### src/core/tv_scaler_pkg.sv
`default_nettype none

package tv_scaler_pkg;

	// ==========================================================================
	// Register indices
	// ==========================================================================
	localparam logic [7:0] IDX_REVISION_LOW = 8'h25;
	localparam logic [7:0] IDX_ATTR_INDEX_READBACK = 8'h26;
	localparam logic [7:0] IDX_DEVICE_IDENTITY = 8'h27;
	localparam logic [7:0] IDX_TV_OUT_CONTROL = 8'h30;
	localparam logic [7:0] IDX_HORIZ_COEF_HIGH = 8'h31;
	localparam logic [7:0] IDX_VERT_COEF_HIGH = 8'h32;
	localparam logic [7:0] IDX_COEF_LOW_NIBBLES = 8'h39;

	// ==========================================================================
	// Field positions and reset values
	// ==========================================================================
	localparam int TV_MODE_BIT = 6;
	localparam int TV_POWER_BIT = 3;
	localparam int NTSC_PAL_BIT = 2;
	localparam int HT_DELAY_LSB = 4;
	localparam int CSYNC_DELAY_LSB = 0;
	localparam int VIDEO_SRC_BIT = 5;
	localparam logic [7:0] TV_CTRL_WMASK = 8'h7F;
	localparam logic [7:0] RESET_BYTE = 8'h00;
	localparam logic [11:0] COEF_RESET = 12'h000;
	localparam logic [11:0] COEF_MIN = 12'h400;
	localparam logic [12:0] COEF_UNITY = 13'h1000;
	localparam int DELAY_DEPTH = 6;
	// Arbitrary neutral identity and revision values.
	localparam logic [5:0] DEVICE_ID_CODE = 6'h2A;
	localparam logic [9:0] REVISION_CODE = 10'h001;

	// ==========================================================================
	// Carriers
	// ==========================================================================
	typedef struct packed {
		logic wrEn;
		logic rdEn;
		logic [7:0] index;
		logic [7:0] wrData;
	} reg_req_t;

	typedef struct packed {
		logic tvPower;
		logic ntscSel;
		logic tvMode;
		logic [1:0] htDelay;
		logic [1:0] csyncDelay;
	} tv_ctrl_t;

	typedef struct packed {
		logic [11:0] horizCoef;
		logic [11:0] vertCoef;
		logic horizUnity;
		logic vertUnity;
		logic horizValid;
		logic vertValid;
	} scale_cfg_t;

endpackage : tv_scaler_pkg
`default_nettype wire

### src/core/dot_delay_line.sv
`timescale 1ns/1ps
`default_nettype none

module dot_delay_line
	import tv_scaler_pkg::*;
(
	// Clock and reset
	input wire logic clk,
	input wire logic nrst,
	// Signal path
	input wire logic dotEn,
	input wire logic [1:0] sel,
	input wire logic din,
	output logic dout
);

	logic [DELAY_DEPTH-1:0] tap_r;

	always_ff @(posedge clk or negedge nrst) begin
		if (!nrst) begin
			tap_r <= '0;
		end else if (dotEn) begin
			tap_r <= {tap_r[DELAY_DEPTH-2:0], din};
		end
	end

	// Code 0 passes straight through; codes 1..3 take taps 2, 4 and 6.
	always_comb begin
		case (sel)
			2'd0: dout = din;
			2'd1: dout = tap_r[1];
			2'd2: dout = tap_r[3];
			2'd3: dout = tap_r[5];
			default: dout = din;
		endcase
	end

endmodule : dot_delay_line
`default_nettype wire

### src/core/crtc_ext_tv_scaler_regs.sv
`timescale 1ns/1ps
`default_nettype none

module crtc_ext_tv_scaler_regs
	import tv_scaler_pkg::*;
(
	// Clock and reset
	input wire logic clk,
	input wire logic nrst,
	// Indexed register port
	input wire reg_req_t regReq,
	output logic [7:0] rdData,
	// Attribute controller state
	input wire logic [5:0] attrIndex,
	// Sequencer pin levels and pin outputs
	input wire logic [2:0] seqPinLevels,
	output logic progPinZero,
	output logic progPinOne,
	output logic progPinTwo,
	// Timing sources, one enable per dot clock
	input wire logic dotEn,
	input wire logic horizTotalIn,
	input wire logic csyncIn,
	output logic horizTotalOut,
	output logic csyncOutN,
	output logic palTiming,
	// Scaler configuration
	output scale_cfg_t scaleCfg
);

	// ==========================================================================
	// Register storage
	// ==========================================================================
	logic [7:0] tvCtrl_r;
	logic [7:0] horizHigh_r;
	logic [7:0] vertHigh_r;
	logic [7:0] lowNib_r;
	tv_ctrl_t tv;
	logic [11:0] horizCoef;
	logic [11:0] vertCoef;
	logic rawHt;
	logic rawCsync;

	// Reserved bit 7 of TV control never stores.
	always_ff @(posedge clk or negedge nrst) begin
		if (!nrst) begin
			tvCtrl_r <= RESET_BYTE;
		end else if (regReq.wrEn && regReq.index == IDX_TV_OUT_CONTROL) begin
			tvCtrl_r <= regReq.wrData & TV_CTRL_WMASK;
		end
	end

	always_ff @(posedge clk or negedge nrst) begin
		if (!nrst) begin
			horizHigh_r <= RESET_BYTE;
		end else if (regReq.wrEn && regReq.index == IDX_HORIZ_COEF_HIGH) begin
			horizHigh_r <= regReq.wrData;
		end
	end

	always_ff @(posedge clk or negedge nrst) begin
		if (!nrst) begin
			vertHigh_r <= RESET_BYTE;
		end else if (regReq.wrEn && regReq.index == IDX_VERT_COEF_HIGH) begin
			vertHigh_r <= regReq.wrData;
		end
	end

	// The shared nibble register lives elsewhere in the map but both coefficients need it.
	always_ff @(posedge clk or negedge nrst) begin
		if (!nrst) begin
			lowNib_r <= RESET_BYTE;
		end else if (regReq.wrEn && regReq.index == IDX_COEF_LOW_NIBBLES) begin
			lowNib_r <= regReq.wrData;
		end
	end

	// ==========================================================================
	// Read mux
	// ==========================================================================
	// Revision and identity readback; writes to these indices land nowhere.
	always_comb begin
		case (regReq.index)
			IDX_REVISION_LOW: rdData = REVISION_CODE[7:0];
			IDX_ATTR_INDEX_READBACK: rdData = {2'b00, attrIndex};
			// Fixed identity code above the revision top bits.
			IDX_DEVICE_IDENTITY: rdData = {DEVICE_ID_CODE, REVISION_CODE[9:8]};
			IDX_TV_OUT_CONTROL: rdData = tvCtrl_r;
			IDX_HORIZ_COEF_HIGH: rdData = horizHigh_r;
			IDX_VERT_COEF_HIGH: rdData = vertHigh_r;
			IDX_COEF_LOW_NIBBLES: rdData = lowNib_r;
			default: rdData = RESET_BYTE;
		endcase
	end

	// ==========================================================================
	// TV-out pin control
	// ==========================================================================
	assign tv.tvPower = tvCtrl_r[TV_POWER_BIT];
	assign tv.ntscSel = tvCtrl_r[NTSC_PAL_BIT];
	assign tv.tvMode = tvCtrl_r[TV_MODE_BIT];
	assign tv.htDelay = tvCtrl_r[HT_DELAY_LSB +: 2];
	assign tv.csyncDelay = tvCtrl_r[CSYNC_DELAY_LSB +: 2];

	// Pins 0 and 2 are taken over in TV mode; pin 1 always follows the sequencer.
	always_ff @(posedge clk or negedge nrst) begin
		if (!nrst) begin
			progPinZero <= 1'b0;
			progPinOne <= 1'b0;
			progPinTwo <= 1'b0;
		end else if (tv.tvMode) begin
			progPinZero <= tv.tvPower;
			progPinOne <= seqPinLevels[1];
			// Select level drives pin two directly.
			progPinTwo <= tv.ntscSel;
		end else begin
			// Sequencer bits 7:5 map to pins two, one, zero.
			progPinZero <= seqPinLevels[0];
			progPinOne <= seqPinLevels[1];
			progPinTwo <= seqPinLevels[2];
		end
	end

	// PAL timing only meaningful with TV mode; reads low otherwise.
	always_ff @(posedge clk or negedge nrst) begin
		if (!nrst) begin
			palTiming <= 1'b0;
		end else begin
			palTiming <= tv.tvMode && !tv.ntscSel;
		end
	end

	// ==========================================================================
	// Dot-clock delays
	// ==========================================================================
	// Horizontal total delay line.
	dot_delay_line htDelayLine (
		.clk(clk),
		.nrst(nrst),
		.dotEn(dotEn),
		.sel(tv.htDelay),
		.din(horizTotalIn),
		.dout(rawHt)
	);

	dot_delay_line csyncDelayLine (
		.clk(clk),
		.nrst(nrst),
		.dotEn(dotEn),
		.sel(tv.csyncDelay),
		.din(csyncIn),
		.dout(rawCsync)
	);

	always_ff @(posedge clk or negedge nrst) begin
		if (!nrst) begin
			horizTotalOut <= 1'b0;
		end else begin
			horizTotalOut <= rawHt;
		end
	end

	// Composite sync is held inactive high unless TV mode is on.
	always_ff @(posedge clk or negedge nrst) begin
		if (!nrst) begin
			csyncOutN <= 1'b1;
		end else begin
			csyncOutN <= tv.tvMode ? !rawCsync : 1'b1;
		end
	end

	// ==========================================================================
	// Scaler configuration
	// ==========================================================================
	// Horizontal and vertical coefficient assembly.
	assign horizCoef = {horizHigh_r, lowNib_r[7:4]};
	assign vertCoef = {vertHigh_r, lowNib_r[3:0]};

	// The datapath interpolates pixels (horizontal) and repeats lines (vertical);
	// flags here tell it which coefficients are unity or out of range.
	always_ff @(posedge clk or negedge nrst) begin
		if (!nrst) begin
			scaleCfg <= '{COEF_RESET, COEF_RESET, 1'b1, 1'b1, 1'b1, 1'b1};
		end else begin
			scaleCfg.horizCoef <= horizCoef;
			scaleCfg.vertCoef <= vertCoef;
			scaleCfg.horizUnity <= horizCoef == COEF_RESET;
			scaleCfg.vertUnity <= vertCoef == COEF_RESET;
			// Legal range 1024..4095, plus the zero exception.
			scaleCfg.horizValid <= horizCoef == COEF_RESET || horizCoef >= COEF_MIN;
			// Vertical legal range gates line repetition.
			scaleCfg.vertValid <= vertCoef == COEF_RESET || vertCoef >= COEF_MIN;
		end
	end

	// ==========================================================================
	// Checks
	// ==========================================================================
	identity_fixed_a: assert property (
		@(posedge clk) disable iff (!nrst)
		regReq.index == IDX_DEVICE_IDENTITY |-> rdData[7:2] == DEVICE_ID_CODE)
		else $error("identity code changed");

	revision_split_a: assert property (
		@(posedge clk) disable iff (!nrst)
		regReq.index == IDX_REVISION_LOW |-> rdData == REVISION_CODE[7:0])
		else $error("revision low wrong");

	attr_echo_a: assert property (
		@(posedge clk) disable iff (!nrst)
		regReq.index == IDX_ATTR_INDEX_READBACK |-> rdData == {2'b00, attrIndex})
		else $error("attribute readback wrong");

	tv_pin_zero_a: assert property (
		@(posedge clk) disable iff (!nrst)
		tv.tvMode && $stable(tvCtrl_r) |=> progPinZero == $past(tv.tvPower))
		else $error("tv power pin wrong");

	pin_follow_a: assert property (
		@(posedge clk) disable iff (!nrst)
		!tv.tvMode |=> progPinTwo == $past(seqPinLevels[2]) && csyncOutN)
		else $error("pins not following sequencer");

	ntsc_pin_a: assert property (
		@(posedge clk) disable iff (!nrst)
		tv.tvMode |=> progPinTwo == $past(tv.ntscSel) && palTiming == !$past(tv.ntscSel))
		else $error("ntsc pal select wrong");

	ht_passthru_a: assert property (
		@(posedge clk) disable iff (!nrst)
		tv.htDelay == 2'd0 |=> horizTotalOut == $past(horizTotalIn))
		else $error("undelayed horizontal total wrong");

	horiz_unity_a: assert property (
		@(posedge clk) disable iff (!nrst)
		horizCoef == COEF_RESET |=> scaleCfg.horizUnity && scaleCfg.horizValid)
		else $error("zero coefficient not unity");

	ro_write_a: assert property (
		@(posedge clk) disable iff (!nrst)
		regReq.wrEn && regReq.index == IDX_TV_OUT_CONTROL |=> !tvCtrl_r[7])
		else $error("reserved bit stored");

	video_src_echo_a: assert property (
		@(posedge clk) disable iff (!nrst)
		regReq.index == IDX_ATTR_INDEX_READBACK |->
			rdData[VIDEO_SRC_BIT] == attrIndex[VIDEO_SRC_BIT])
		else $error("video source readback wrong");

	attr_reserved_a: assert property (
		@(posedge clk) disable iff (!nrst)
		regReq.index == IDX_ATTR_INDEX_READBACK |-> rdData[7:6] == 2'b00)
		else $error("attribute reserved bits set");

	revision_top_a: assert property (
		@(posedge clk) disable iff (!nrst)
		regReq.index == IDX_DEVICE_IDENTITY |-> rdData[1:0] == REVISION_CODE[9:8])
		else $error("revision top bits wrong");

	pin_one_follow_a: assert property (
		@(posedge clk) disable iff (!nrst)
		tv.tvMode |=> progPinOne == $past(seqPinLevels[1]))
		else $error("pin one not following sequencer");

	pin_zero_seq_a: assert property (
		@(posedge clk) disable iff (!nrst)
		!tv.tvMode |=> progPinZero == $past(seqPinLevels[0]) &&
			progPinOne == $past(seqPinLevels[1]))
		else $error("pins zero and one not following sequencer");

	pal_off_a: assert property (
		@(posedge clk) disable iff (!nrst)
		!tv.tvMode |=> !palTiming)
		else $error("pal timing without tv mode");

	csync_pass_a: assert property (
		@(posedge clk) disable iff (!nrst)
		tv.tvMode && tv.csyncDelay == 2'd0 |=> csyncOutN == !$past(csyncIn))
		else $error("undelayed composite sync wrong");

	horiz_coef_a: assert property (
		@(posedge clk) disable iff (!nrst)
		1'b1 |=> scaleCfg.horizCoef == {$past(horizHigh_r), $past(lowNib_r[7:4])})
		else $error("horizontal coefficient assembly wrong");

	vert_coef_a: assert property (
		@(posedge clk) disable iff (!nrst)
		1'b1 |=> scaleCfg.vertCoef == {$past(vertHigh_r), $past(lowNib_r[3:0])})
		else $error("vertical coefficient assembly wrong");

	vert_unity_a: assert property (
		@(posedge clk) disable iff (!nrst)
		vertCoef == COEF_RESET |=> scaleCfg.vertUnity && scaleCfg.vertValid)
		else $error("zero vertical coefficient not unity");

	horiz_range_a: assert property (
		@(posedge clk) disable iff (!nrst)
		horizCoef != COEF_RESET && horizCoef < COEF_MIN |=>
			!scaleCfg.horizValid && !scaleCfg.horizUnity)
		else $error("illegal horizontal coefficient accepted");

	vert_range_a: assert property (
		@(posedge clk) disable iff (!nrst)
		vertCoef != COEF_RESET && vertCoef < COEF_MIN |=>
			!scaleCfg.vertValid && !scaleCfg.vertUnity)
		else $error("illegal vertical coefficient accepted");

	horiz_legal_a: assert property (
		@(posedge clk) disable iff (!nrst)
		horizCoef >= COEF_MIN |=> scaleCfg.horizValid && !scaleCfg.horizUnity)
		else $error("legal horizontal coefficient refused");

	vert_legal_a: assert property (
		@(posedge clk) disable iff (!nrst)
		vertCoef >= COEF_MIN |=> scaleCfg.vertValid && !scaleCfg.vertUnity)
		else $error("legal vertical coefficient refused");

	tv_ctrl_store_a: assert property (
		@(posedge clk) disable iff (!nrst)
		regReq.wrEn && regReq.index == IDX_TV_OUT_CONTROL |=>
			tvCtrl_r == ($past(regReq.wrData) & TV_CTRL_WMASK))
		else $error("tv control write not stored");

	ht_two_dot_a: assert property (
		@(posedge clk) disable iff (!nrst)
		tv.htDelay == 2'd1 && $past(dotEn) && $past(dotEn, 2) |=>
			horizTotalOut == $past(horizTotalIn, 3))
		else $error("two dot horizontal total delay wrong");

endmodule : crtc_ext_tv_scaler_regs
`default_nettype wire

### config.mk
export PLATFORM = sky130hd
export DESIGN_NAME = crtc_ext_tv_scaler_regs
export DESIGN_NICKNAME = d
export VERILOG_FILES = /design/src/core/tv_scaler_pkg.sv /design/src/core/dot_delay_line.sv /design/src/core/crtc_ext_tv_scaler_regs.sv
export SDC_FILE = /design/constraint.sdc
export NUM_CORES = 1
export LEC_CHECK = 0
export CAP_MARGIN = 10
export CORE_MARGIN = 4
export CORE_UTILIZATION = 55
export CTS_CLUSTER_SIZE = 28
export DETAILED_ROUTE_END_ITERATION = 7
export DONT_BUFFER_PORTS = 1
export PLACE_DENSITY = 0.7
export SLEW_MARGIN = 20
export SYNTH_ARGS = -nofsm -noshare
export SYNTH_HDL_FRONTEND = slang
export SYNTH_SLANG_ARGS = --single-unit
export TNS_END_PERCENT = 20
### constraint.sdc
create_clock -name clk -period 2 [get_ports clk]
set_input_delay 0.5 -clock clk [delete_from_list [all_inputs] [get_ports clk]]
set_output_delay 0.5 -clock clk [all_outputs]
set_load 0.1 [all_outputs]
Yosys cells after proc, flatten, opt, wreduce, memory -nomap -nowiden
Cells that the tools add are included.

Register bits: 77. Word-level logic and storage cells: 52. Input port bits: 32. Output and inout bits: 42.

Muxes and demuxes: 6. Reduce and logical (&&, ||, !) cells: 13. Order comparisons: 2. Equality and inequality tests: 13.

Operator list (count): $eq 8x6->1 const B (7); $pmux 8 s7 (1); $ge 12x11->1 const B (2); $logic_not 12->1 (2); $eq 2x2->1 const B (4); $pmux 1 s4 (2); $logic_and 1x1->1 (5); $eq 2x1->1 const B (2); $logic_not 2->1 (2); $mux 1 (3); $logic_not 1->1 (2); $logic_or 1x1->1 (2).

Depth between registers and ports, before layout
Depth in word-level cells: 4. Mapped depth: 5. Depth with buffers taken out: 3.

Cells and area by module
Synthesis repeated with hierarchy kept, for this count alone.

Cell total of the unflattened synthesis: 209. Area, all modules: 3118.0 um^2.

Modules (own cells, without submodules): crtc_ext_tv_scaler_regs (sequential area each 1632.8 um^2, times used 1, area each 2627.5 um^2, cells each 181); dot_delay_line (sequential area each 150.1 um^2, times used 2, area each 245.2 um^2, cells each 14).

Least setup slack after synthesis
OpenSTA, ideal clock, no wires.

Path kind: input to output. Start: in regReq[11] (netlist name). End: out rdData[3]. Buffers on the path: 1. Setup slack: -1.177 ns. Stages on the path: 4. Arrival time: 2.677 ns. Data required time: 1.500 ns. Cells stage by stage: nor4b_4 -> buf_4 -> nand2_2 -> o221ai_1.

Longest elaborated chain between the ends: 2. Elaborated cells between the ends (all ways): 8. Classes of those cells: eq/ne: 7; mux: 1.

RTL lines: from (decl) (line crtc_ext_tv_scaler_regs.sv:11) `input wire reg_req_t regReq,`; $eq 8x6->1 (line crtc_ext_tv_scaler_regs.sv:83) `case (regReq.index)`; $pmux 8 s7 (*) (line crtc_ext_tv_scaler_regs.sv:83); to (decl) (line crtc_ext_tv_scaler_regs.sv:12) `output logic [7:0] rdData,`.

Every way passes the cells marked *; elsewhere a longest branch is shown, timed or not.

Worst setup path after layout
Start: in regReq[11] (netlist name). End: out rdData[4].

Same word-level chain as after synthesis.

==> out/qor.yml <==
synthXorXnorAreaFrac_pct: 0
synth_seq_cells: 77
hold_slack_ns: -0.159
tns_ns: -0.508
fin_total_pwr_mw: 3.90
overflow: 0
final-seq-area_sq_um: 1930
nets: 300
cts_tree: "done"
synth_top_family_by_area: "multiplexers"
critPathKind: "input pin to output port"
cp.arrival_ns: 1.60
yosysTopAreaCellShare_pct: 58.6
critPathMaxStageDelay_ns: 0.32
instances_no_fill: 343
leakage_nw: 1.96
wl_um: 7240
async_reset_ff_share_pct: 100
grt_max_degree: 78
ys_top_cells_by_count: "72 x dfrtp_1, 47 x mux2_2, 6 x nor4_1"
dr.pass1.iters: 4
synth_most_common_cell: "dfrtp_1"
dieArea_sq_um: 6850
hold_viol: 72
r2r_start: "lowNib_r[1]"
core_sq_um: 5270
place_hpwl_um: 5010
peakVddDrop_mv: 0.604
htree_levels: 3
endpoint: "rdData[4]"
drv_slew: 0
start_kind: "input pin"
cp.required_ns: 1.50
start_util_pct: 58.3
fillCellCount: 330
hold_class: "input pin to asynchronous set/reset pin"
buffer_ports.inserted: 0
reg2regPathDepth: 4
syn2layout_area_growth_pct: 31.1
fmax_mhz: 477
synth_ff_type: "dfrtp_1"
vias_per_cell: 5.80
violations: "negative hold slack, negative setup slack"
tightest_slew_ns: 0.497
rsz0062_at_grt: "true"
via_count: 1989
grt_pass1_vias: 2219
finalWorstSetupSlack_ns: -0.0967
min_period_over_period_pct: 105
diodes: 0
synth_warnings: 0
drtAntennaViolNets: 0
synth.mux.area_fraction_pct: 20.3
synth.avg_cell_area_sq_um: 15.3
final-setup-viol-count: 8
drc: 0
synth_cells: 201
slew-limit-headroom_pct: 66.9
path_clk_slew_ns: 0.08
ys_seq_area_share_pct: 62.9
finalCriticalPeriod_ns: 2.10
synth_largest_area_cell: "dfrtp_1"
drt-initial-drc-count: 139
gr-usage-all-layers_pct: 23.9
critPathSlowestCell: "o311ai_4"
die_width_um: 82.8
path_max_fanout: 7
synth_fp_nets: 233
multi_input_area_sq_um: 1130
critPathCaptureType: "output port"
timing.rr.end: "scaleCfg[0]"
syn_area_sq_um: 3070
numCtsBuffers: 9
synth_fa_ha_area_share_pct: 0
cts_sinks: 77
dp.cells: 321
grt_pass1_wl_um: 11700
antenna_found_initial: 0
yosys.area_share.simple_pct: 9.52
path_cells: "nor4b_4, buf_6, nand2_4, o311ai_4, buf_12"
status: "finished, violations left"
drv_cap: 0
synth.distinct_cells: 34
cts_root_buf: "clkbuf_8"
clkLatencyLatePin_ns: 0.34
io_pins: 74
layout-drive-gt1-share_pct: 53.5
die_h_um: 82.8
final.setup_skew_ns: 0.00807
rows: 26
p_per_area_nw_per_um2: 968
critPathLaunch: "regReq[11]"
avgRoutedWirePerCell_um: 21.1
gp_congestion: 0.910
synth_compound_area_share_pct: 5.25
synthTopCellsByArea: "dfrtp_1 59%, mux2_2 17%, dfstp_2 4.3%, mux2i_1 1.6%, mux4_2 1.5%"
synth_edf_count: 0
r2r_slack_ns: 0.74
clock_path_buffers: 2
fin_util_pct: 76.4
==> layer usage <==
layer  vias up  global-route usage (%)  share of wire [%]
li1        893                       -                  -
met4         0                    10.6                2.6
met2        86                    36.0                 46
met3        20                    7.59                8.8
met1       990                    31.9                 42
met5         -                       0                  0
==> sequential cells by signal (all words and copies together), names as in the netlist <==
register	count
progPinOne	1
csyncDelayLine.tap_r	6
progPinZero	1
vertHigh_r	8
csyncOutN	1
horizHigh_r	8
palTiming	1
scaleCfg	28
tvCtrl_r	7
horizTotalOut	1
lowNib_r	8
htDelayLine.tap_r	6
progPinTwo	1
==> how the worst min path moves through the flow <==
stage | startpoint | end | slack (ns)
after floorplan | nrst | csyncDelayLine.tap_r[0] | 0.20
after global placement | nrst | horizTotalOut | 0.21
after detailed placement | nrst | horizTotalOut | 0.21
after CTS | nrst | horizTotalOut | -0.17
after global routing | nrst | progPinOne | -0.18
final | nrst | progPinOne | -0.16
==> logic make-up after synthesis <==
logic type / count (synthesis)
AND/OR/NAND/NOR: 39
flip-flops: 77
AO/OA/AOI/OAI: 19
multiplexers: 54
buffers and inverters: 12
==> metrics by stage <==
| stage | cell area, sq um | setup slack (ns) |
|---|---|---|
| finish | 4030 | -0.0967 |
| floorplan | 3100 | -1.09 |
| global placement | 3720 | -0.0626 |
| detailed placement | 3720 | -0.107 |
| CTS | 4020 | -0.0865 |
| global route | 4030 | -0.139 |
==> power by group <==
part	internal, mW	switching, mW	leakage, nW
Sequential	1.72	0.293	1.01
Clock	0.862	0.524	0.121
Combinational	0.181	0.314	0.824
==> cells in the final DEF, fill, tap and decap left out, types with 3 or more instances in the layout <==
master,netlist,routed
o221ai_2,0,3
and3_1,3,3
nand4_1,5,5
nor2b_1,5,4
bufinv_16,0,3
mux2_2,47,47
a2bb2oi_1,4,4
buf_12,0,6
dfrtp_1,72,72
dfstp_2,5,5
o211ai_1,5,5
nand3_1,3,3
inv_1,4,4
clkbuf_8,0,10
buf_4,2,53
nor4_1,6,6
and3b_1,4,4
mux2i_1,5,5
==> critical path, delay by kind of cell <==
kind | cells | cell delay, ns
AND/OR/NAND/NOR | 2 | 0.37
buffers and inverters | 2 | 0.40
AO/OA/AOI/OAI | 1 | 0.32
==> final cells by class <==
class                      count  share of cell area [%]
clock inverter                 4                    2.36
tap                           70                    2.17
sequential                    77                    48.0
clock buffer                  12                    3.60
multi-input combinational    112                    28.1
timing repair buffer          64                    15.4
inverter                       4                   0.373
==> what timing repair did <==
item	CTS	global route
gates resized for setup	2	4
endpoints found under the setup margin	8	8
buffers inserted	6	0
hold endpoints to repair	77	77
pin swaps	5	3
Note: power is estimated with default switching activity, not from simulation.
